==> config.mk <==
export PLATFORM = sky130hd
export DESIGN_NAME = cpu_low_power_mode_control
export DESIGN_NICKNAME = d
export VERILOG_FILES = /design/src/rtl/lp_pkg.sv /design/src/rtl/lp_sync.sv /design/src/rtl/lp_clk_req.sv /design/src/rtl/cpu_low_power_mode_control.sv
export SDC_FILE = /design/constraint.sdc
export NUM_CORES = 1
export LEC_CHECK = 0
export BUFFER_PORTS_ARGS = -buffer_cell sky130_fd_sc_hd__buf_2
export CAP_MARGIN = 25
export CORE_ASPECT_RATIO = 0.7
export CORE_UTILIZATION = 51
export DETAILED_ROUTE_END_ITERATION = 16
export PLACE_DENSITY = 0.82
export SYNTH_ARGS = -nofsm -noshare
export SYNTH_HDL_FRONTEND = slang
export SYNTH_SLANG_ARGS = --single-unit
==> constraint.sdc <==
create_clock -name clk -period 3.1 [get_ports clk]
set_clock_uncertainty 0.15 [all_clocks]
set_input_delay 0.93 -clock clk [delete_from_list [all_inputs] [get_ports clk]]
set_output_delay 0.93 -clock clk [all_outputs]
set_load 0.01 [all_outputs]
==> src/rtl/lp_pkg.sv <==
// Operation
// - dormant: logic off, rams kept powered
// - dormant exit: reset pulse, then run
// - shutdown: logic, caches, rams all off
// - shutdown exit: reset pulse, run, software reinits
// - entry via mode write, save, then wait
// - standby asserts wait pipe halted indicator
// - coherent request in standby restarts clock
// - dormant coherent response: miss and dirty
// - shutdown coherent response: miss, no dirty
// - debug access in standby restarts clock
// - core debug access when off errors
// - debug domain registers stay accessible off
// - power-down reported in powerdown status
// - coherency and debug logic always powered
package lp_pkg;
  typedef enum logic [1:0] {
    MODE_RUN,
    MODE_STANDBY,
    MODE_DORMANT,
    MODE_SHUTDOWN
  } pwr_mode_e;
  localparam logic [1:0] REQ_RUN      = 2'h0;
  localparam logic [1:0] REQ_DORMANT  = 2'h2;
  localparam logic [1:0] REQ_SHUTDOWN = 2'h3;
  localparam int         CLK_HZ       = 50000000;
  localparam int         IDLE_NS      = 100;
  localparam int         IDLE_CYC     = (IDLE_NS * (CLK_HZ / 1000000) + 999) / 1000;
  localparam logic [3:0] IDLE_CNT     = 4'(IDLE_CYC);
  localparam logic [7:0] STATUS_RST   = 8'h00;
  localparam int         ST_PWR_DOWN  = 0;
  localparam int         ST_STICKY_PD = 1;
  localparam int         ST_RESET     = 2;
  localparam int         ST_STICKY_RS = 3;
endpackage

==> src/rtl/lp_sync.sv <==
module lp_sync
  import lp_pkg::*;
#(
  parameter int W = 1
)
(
  input  wire logic         clk,
  input  wire logic         resetn,
  input  wire logic [W-1:0] d,
  output logic      [W-1:0] q
);
  logic [W-1:0] meta_reg;
  // first stage feeds only the second stage
  always_ff @(posedge clk or negedge resetn)
  begin
    if (!resetn)
    begin
      meta_reg <= '0;
      q        <= '0;
    end
    else
    begin
      meta_reg <= d;
      q        <= meta_reg;
    end
  end
endmodule

==> src/rtl/lp_clk_req.sv <==
module lp_clk_req
  import lp_pkg::*;
(
  input  wire logic clk,
  input  wire logic resetn,
  input  wire logic standby,
  input  wire logic busy,
  output logic      clk_run
);
  logic [3:0] idle_reg;
  logic [3:0] idle_next;
  // hold clock a few cycles after activity to avoid gating glitches between beats
  assign idle_next = busy ? IDLE_CNT : ((idle_reg != 4'h0) ? idle_reg - 4'h1 : 4'h0);
  always_ff @(posedge clk or negedge resetn)
  begin
    if (!resetn)
    begin
      idle_reg <= IDLE_CNT;
      clk_run  <= 1'b1;
    end
    else
    begin
      idle_reg <= idle_next;
      clk_run  <= !standby || busy || (idle_next != 4'h0);
    end
  end
endmodule

==> src/rtl/cpu_low_power_mode_control.sv <==
module cpu_low_power_mode_control
  import lp_pkg::*;
(
  input  wire logic       clk,
  input  wire logic       resetn,
  input  wire logic       core_reset_low,
  input  wire logic       logic_power_ok,
  input  wire logic       ram_power_ok,
  input  wire logic [1:0] mode_request,
  input  wire logic       wfi_exec,
  input  wire logic       wfe_exec,
  input  wire logic       wake_event,
  input  wire logic       slave_busy,
  input  wire logic       coh_req_valid,
  input  wire logic       coh_req_coherent,
  input  wire logic       coh_cache_miss,
  input  wire logic       coh_cache_dirty,
  input  wire logic       dbg_req_valid,
  input  wire logic       dbg_core_reg,
  input  wire logic       dbg_no_clk_stop,
  output logic            wait_irq_pipe_halted_n,
  output logic            wait_evt_pipe_halted_n,
  output logic            core_clk_en,
  output logic            clk_stopped_n,
  output logic            ram_retain,
  output logic            coh_resp_valid,
  output logic            coherency_all_miss,
  output logic            coherency_dirty_hit,
  output logic            dbg_resp_valid,
  output logic            dbg_resp_error,
  output logic [7:0]      powerdown_reset_status,
  output logic [1:0]      cpu_mode
);
  pwr_mode_e    mode_reg;
  pwr_mode_e    mode_next;
  logic         by_wfi_reg;
  logic         rst_sync;
  logic         lpwr_sync;
  logic         rpwr_sync;
  logic         clk_run;
  logic         rst_seen_reg;
  logic [7:0]   status_next;
  logic         is_off;
  logic         is_standby;
  logic         wake_now;
  logic         svc_busy;
  logic         miss_next;
  logic         dirty_next;
  logic         dbg_err_next;
  logic         rst_asserted;
  logic         rst_released;

  // the reset pin and the power-good levels come from outside the controller's clock domain
  lp_sync #(.W(3)) u_sync
  (
    .clk    (clk),
    .resetn (resetn),
    .d      ({~core_reset_low, logic_power_ok, ram_power_ok}),
    .q      ({rst_sync, lpwr_sync, rpwr_sync})
  );

  assign is_off       = (mode_reg == MODE_DORMANT) || (mode_reg == MODE_SHUTDOWN);
  assign is_standby   = (mode_reg == MODE_STANDBY);
  assign wake_now     = wake_event;
  assign svc_busy     = coh_req_valid || dbg_req_valid || slave_busy || dbg_no_clk_stop;
  assign rst_asserted = rst_sync;
  assign rst_released = rst_seen_reg && !rst_sync;

  // power loss while in standby selects shutdown if ram power is also gone or shutdown is requested, else dormant
  always_comb
  begin
    mode_next = mode_reg;
    unique case (mode_reg)
      MODE_RUN:
        if (wfi_exec || wfe_exec)
          mode_next = MODE_STANDBY;
      MODE_STANDBY:
        if (!lpwr_sync)
          mode_next = (!rpwr_sync || mode_request == REQ_SHUTDOWN) ? MODE_SHUTDOWN : MODE_DORMANT;
        else if (wake_now || rst_asserted)
          mode_next = MODE_RUN;
      MODE_DORMANT:
        if (!rpwr_sync)
          mode_next = MODE_SHUTDOWN;
        else if (lpwr_sync && rst_released)
          mode_next = MODE_RUN;
      MODE_SHUTDOWN:
        if (lpwr_sync && rpwr_sync && rst_released)
          mode_next = MODE_RUN;
    endcase
  end

  // only a reset pulse seen after power returns counts as the exit
  always_ff @(posedge clk or negedge resetn)
  begin
    if (!resetn)
      rst_seen_reg <= 1'b0;
    else if (!is_off || !lpwr_sync)
      rst_seen_reg <= 1'b0;
    else if (rst_sync)
      rst_seen_reg <= 1'b1;
  end

  always_ff @(posedge clk or negedge resetn)
  begin
    if (!resetn)
    begin
      mode_reg   <= MODE_RUN;
      by_wfi_reg <= 1'b0;
    end
    else
    begin
      mode_reg <= mode_next;
      if (mode_reg == MODE_RUN && (wfi_exec || wfe_exec))
        by_wfi_reg <= wfi_exec;
    end
  end

  lp_clk_req u_clk
  (
    .clk     (clk),
    .resetn  (resetn),
    .standby (is_standby || is_off),
    .busy    (is_standby && svc_busy),
    .clk_run (clk_run)
  );

  // coherency and debug front ends sit in the always-on domain
  assign miss_next    = is_off ? 1'b1 : (coh_req_coherent ? coh_cache_miss : 1'b1);
  assign dirty_next   = (mode_reg == MODE_DORMANT) ? 1'b1 :
                        (mode_reg == MODE_SHUTDOWN) ? 1'b0 :
                        (coh_req_coherent && coh_cache_dirty);
  assign dbg_err_next = is_off && dbg_core_reg;

  // sticky bits: set wins over the read-clear from a status read
  assign status_next = {4'h0,
                        rst_sync | (powerdown_reset_status[ST_STICKY_RS] & ~(dbg_req_valid & ~dbg_core_reg)),
                        rst_sync,
                        is_off | (powerdown_reset_status[ST_STICKY_PD] & ~(dbg_req_valid & ~dbg_core_reg)),
                        is_off};

  always_ff @(posedge clk or negedge resetn)
  begin
    if (!resetn)
    begin
      wait_irq_pipe_halted_n <= 1'b1;
      wait_evt_pipe_halted_n <= 1'b1;
      core_clk_en            <= 1'b1;
      clk_stopped_n          <= 1'b1;
      ram_retain             <= 1'b1;
      coh_resp_valid         <= 1'b0;
      coherency_all_miss     <= 1'b0;
      coherency_dirty_hit    <= 1'b0;
      dbg_resp_valid         <= 1'b0;
      dbg_resp_error         <= 1'b0;
      powerdown_reset_status <= STATUS_RST;
      cpu_mode               <= 2'h0;
    end
    else
    begin
      wait_irq_pipe_halted_n <= !(mode_next == MODE_STANDBY && (mode_reg == MODE_RUN ? wfi_exec : by_wfi_reg));
      wait_evt_pipe_halted_n <= !(mode_next == MODE_STANDBY && (mode_reg == MODE_RUN ? !wfi_exec : !by_wfi_reg));
      core_clk_en            <= clk_run && !is_off;
      clk_stopped_n          <= clk_run && !is_off;
      ram_retain             <= (mode_next != MODE_SHUTDOWN);
      coh_resp_valid         <= coh_req_valid;
      coherency_all_miss     <= coh_req_valid && miss_next;
      coherency_dirty_hit    <= coh_req_valid && dirty_next;
      dbg_resp_valid         <= dbg_req_valid;
      dbg_resp_error         <= dbg_req_valid && dbg_err_next;
      powerdown_reset_status <= status_next;
      cpu_mode               <= mode_next;
    end
  end
endmodule

==> flow_metrics.env <==
export IMPL_synth_cell_types=32
export IMPL_fp_dieH_um=40.88
export IMPL_ctsHoldBuffers=0
export IMPL_viasPerCell=5.240
export IMPL_cts_tree="yes"
export IMPL_h_tree_depth=1
export IMPL_hold_class="flip-flop to flip-flop"
export IMPL_crit_fanout=12
export IMPL_grt_pass1_wl_mm=3.111
export IMPL_rrSetupSlack_ps=1120
export IMPL_syn2layout_area_growth_pct=18.86
export IMPL_max_slew_margin_rel_pct=60.76
export IMPL_start_util_pct=56.88
export IMPL_crit_family="flip-flops"
export IMPL_fin_util_pct=67.61
export IMPL_place_inst=146
export IMPL_fin_setup_tns_ps=0
export IMPL_arrival_ps=1130
export IMPL_ant_nets=0
export IMPL_hold_depth=0
export IMPL_fp_coreArea_um2=1936
export IMPL_tightest_slew_ps=588.6
export IMPL_numCtsBuffers=3
export IMPL_cp_start_kind="flip-flop"
export IMPL_wl_per_cell_um=13.13
export IMPL_r2r_end="u_clk.clk_run$_DFF_PN1_"
export IMPL_syn_avg_cell_area_um2=11.59
export IMPL_synth_seq_area_share_pct=64.43
export IMPL_maxSlewViolCount=0
export IMPL_syn_area_um2=1101
export IMPL_root_buffer="clkbuf_4"
export IMPL_drt_iter0_drc=32
export IMPL_period_share_pct=71.15
export IMPL_die_w_um=57.54
export IMPL_status="finished with violations"
export IMPL_grt_setup_unrepaired="false"
export IMPL_violations="DRC"
export IMPL_clk_pin_slew_worst_paths_ps=140
export IMPL_synthCells=95
export IMPL_crit_type="flip-flop to primary output"
export IMPL_drtPass1Iterations=10
export IMPL_rows=13
export IMPL_min_period_ps=2206
export IMPL_vias=786
export IMPL_drive_gt1_share_pct=35.16
export IMPL_ir_worst_vdd_v=0.0003351
export IMPL_layoutNonFillerInstCount=150
export IMPL_holdCritStartpoint="u_sync.meta_reg[2]$_DFF_PN0_"
export IMPL_hold_viol_final=0
export IMPL_reg2reg_from="u_clk.idle_reg[0]$_DFF_PN1_"
export IMPL_ios=38
export IMPL_grt_total_usage_pct=19.32
export IMPL_critical_path_endpoint_type="primary output"
export IMPL_die_area_um2=2352
export IMPL_routed_wirelength_mm=1.969
export IMPL_nets=148
export IMPL_dp_hpwl_mm=1.425
export IMPL_required_ps=2020
export IMPL_cpPeakStageDelay_ps=600
export IMPL_min_to="u_sync.q[2]$_DFF_PN0_"
export IMPL_p_leak_nw=0.6374
export IMPL_cts_setup_buffers=0
export IMPL_remaining_drc_errors=5
export IMPL_numPortBuffers=33
export IMPL_crit_buf_inv=1
export IMPL_setup_viol=0
export IMPL_max_cap_violations=0
export IMPL_cts_max_path_buffers=2
export IMPL_clock_sinks=28
export IMPL_synth_seq_cells=28
export IMPL_crit_slowest_cell="dfrtp_1"
export IMPL_grt_max_degree=29
export IMPL_grt_remaining_overflow=0
export IMPL_fmax_mhz=453.4
export IMPL_finalPower_mw=0.9008
export IMPL_yosys_warnings=0
export IMPL_clkLatencyLatePin_ps=320
export IMPL_grt_pass1_vias=713
export IMPL_ff2ff_path_depth=5
export IMPL_post_cts_resize_count=0
export IMPL_place_congestion=0.8052
export IMPL_antenna_found_initial=0
export IMPL_p_per_area_nw_per_um2=688.3
export IMPL_num_antenna_cells=0
export IMPL_cp_cell_sequence="buf_2"
==> worst max path at each step <==
| stage | from | endpoint | cells past startpoint |
|---|---|---|---|
| finish | cpu_mode[1]$_DFF_PN0_ | cpu_mode[1] | 1 |
| global placement | dbg_req_valid | u_clk.clk_run$_DFF_PN1_ | 5 |
| detailed placement | dbg_req_valid | u_clk.clk_run$_DFF_PN1_ | 5 |
| CTS | cpu_mode[1]$_DFF_PN0_ | cpu_mode[1] | 1 |
| global route | cpu_mode[1]$_DFF_PN0_ | cpu_mode[1] | 1 |
| floorplan | dbg_req_valid | u_clk.clk_run$_DFF_PN1_ | 4 |
==> routing by layer <==
| layer | up-vias | global-route usage [%] | routed length, um | share of wire, % |
|---|---|---|---|---|
| met5 | - | 0 | 0 | 0 |
| met2 | 34 | 36.05 | 893 | 45 |
| met4 | 0 | 5.488 | 14 | 0.71 |
| met3 | 2 | 7.256 | 173 | 8.8 |
| met1 | 374 | 21.68 | 887 | 45 |
| li1 | 376 | - | - | - |
==> cell families after synthesis <==
group / Yosys count / synth area share [%]
buf+inv: 14 / 6.818
compound gates: 16 / 10.11
flops: 28 / 64.43
mux: 1 / 0.9091
other cells: 1 / 0.3406
simple gates: 34 / 16.25
fa+ha+maj: 1 / 1.136
==> final cells by class <==
cell class | instances | area [um2]
clock buffers | 3 | 22.52
clock inverters | 1 | 30.03
fillers | 143 | 626.9
inverters | 7 | 26.28
multi-input cells | 56 | 327.8
flip-flops and latches | 28 | 709.4
well taps | 22 | 27.53
repair buffers | 33 | 165.2
==> cell usage in the layout, fill, tap and decap left out, types with 2 or more instances in the layout <==
cell	count
a21boi_0	2
a21o_1	2
and3_1	2
buf_2	33
clkbuf_4	3
conb_1	4
dfrtp_1	21
dfstp_2	7
inv_1	7
nand2_1	9
nand2b_1	5
nand3_1	2
nor2_1	4
nor2b_1	2
nor3_1	3
o21ai_0	5
==> Yosys cell counts <==
| master | count | area [um2] |
|---|---|---|
| nand2_1 | 9 | 33.78 |
| a21oi_1 | 1 | 5.000 |
| conb_1 | 1 | 3.750 |
| nand3b_1 | 1 | 7.510 |
| nor3b_1 | 1 | 7.510 |
| o211a_1 | 1 | 10.01 |
| clkbuf_1 | 1 | 3.750 |
| nor2b_1 | 2 | 12.51 |
| a2bb2oi_1 | 1 | 8.760 |
| ha_1 | 1 | 12.51 |
| and3_1 | 2 | 12.51 |
| a21boi_0 | 2 | 15.01 |
| and2_1 | 1 | 6.260 |
| o211ai_1 | 1 | 7.510 |
| o221ai_1 | 1 | 8.760 |
| a21o_1 | 2 | 15.01 |
| dfrtp_1 | 21 | 525.5 |
| o21ai_0 | 5 | 25.02 |
| dfstp_2 | 7 | 183.9 |
| mux2i_1 | 1 | 10.01 |
| or3_2 | 1 | 7.510 |
| nor2_1 | 4 | 15.01 |
| nor3_1 | 3 | 15.01 |
| inv_1 | 7 | 26.28 |
| or3_1 | 1 | 6.260 |
| buf_4 | 6 | 45.04 |
| nor4_1 | 1 | 6.260 |
| o21a_1 | 1 | 7.510 |
| nand3_1 | 2 | 10.01 |
| or4_1 | 1 | 7.510 |
| a211o_1 | 1 | 8.760 |
| nand2b_1 | 5 | 31.28 |
==> per-stage QoR <==
step | hold slack (ps) | setup slack, ps | cell area [um2]
floorplan | 181.2 | 1147 | 1112
global placement | 181.5 | 910.3 | 1256
detailed placement | 186.3 | 791.4 | 1256
CTS | 218.9 | 888.8 | 1309
global route | 222.5 | 796.2 | 1309
finish | 214.0 | 894.3 | 1309
==> power by group <==
part	internal, mW	leakage (nW)	total, mW	switching [mW]
registers	0.427	0.309	0.466	0.0389
clock network	0.131	0.0279	0.230	0.0993
logic	0.0933	0.300	0.204	0.111
total	0.652	0.637	0.901	0.249
Power figures use the tool's default switching activity.
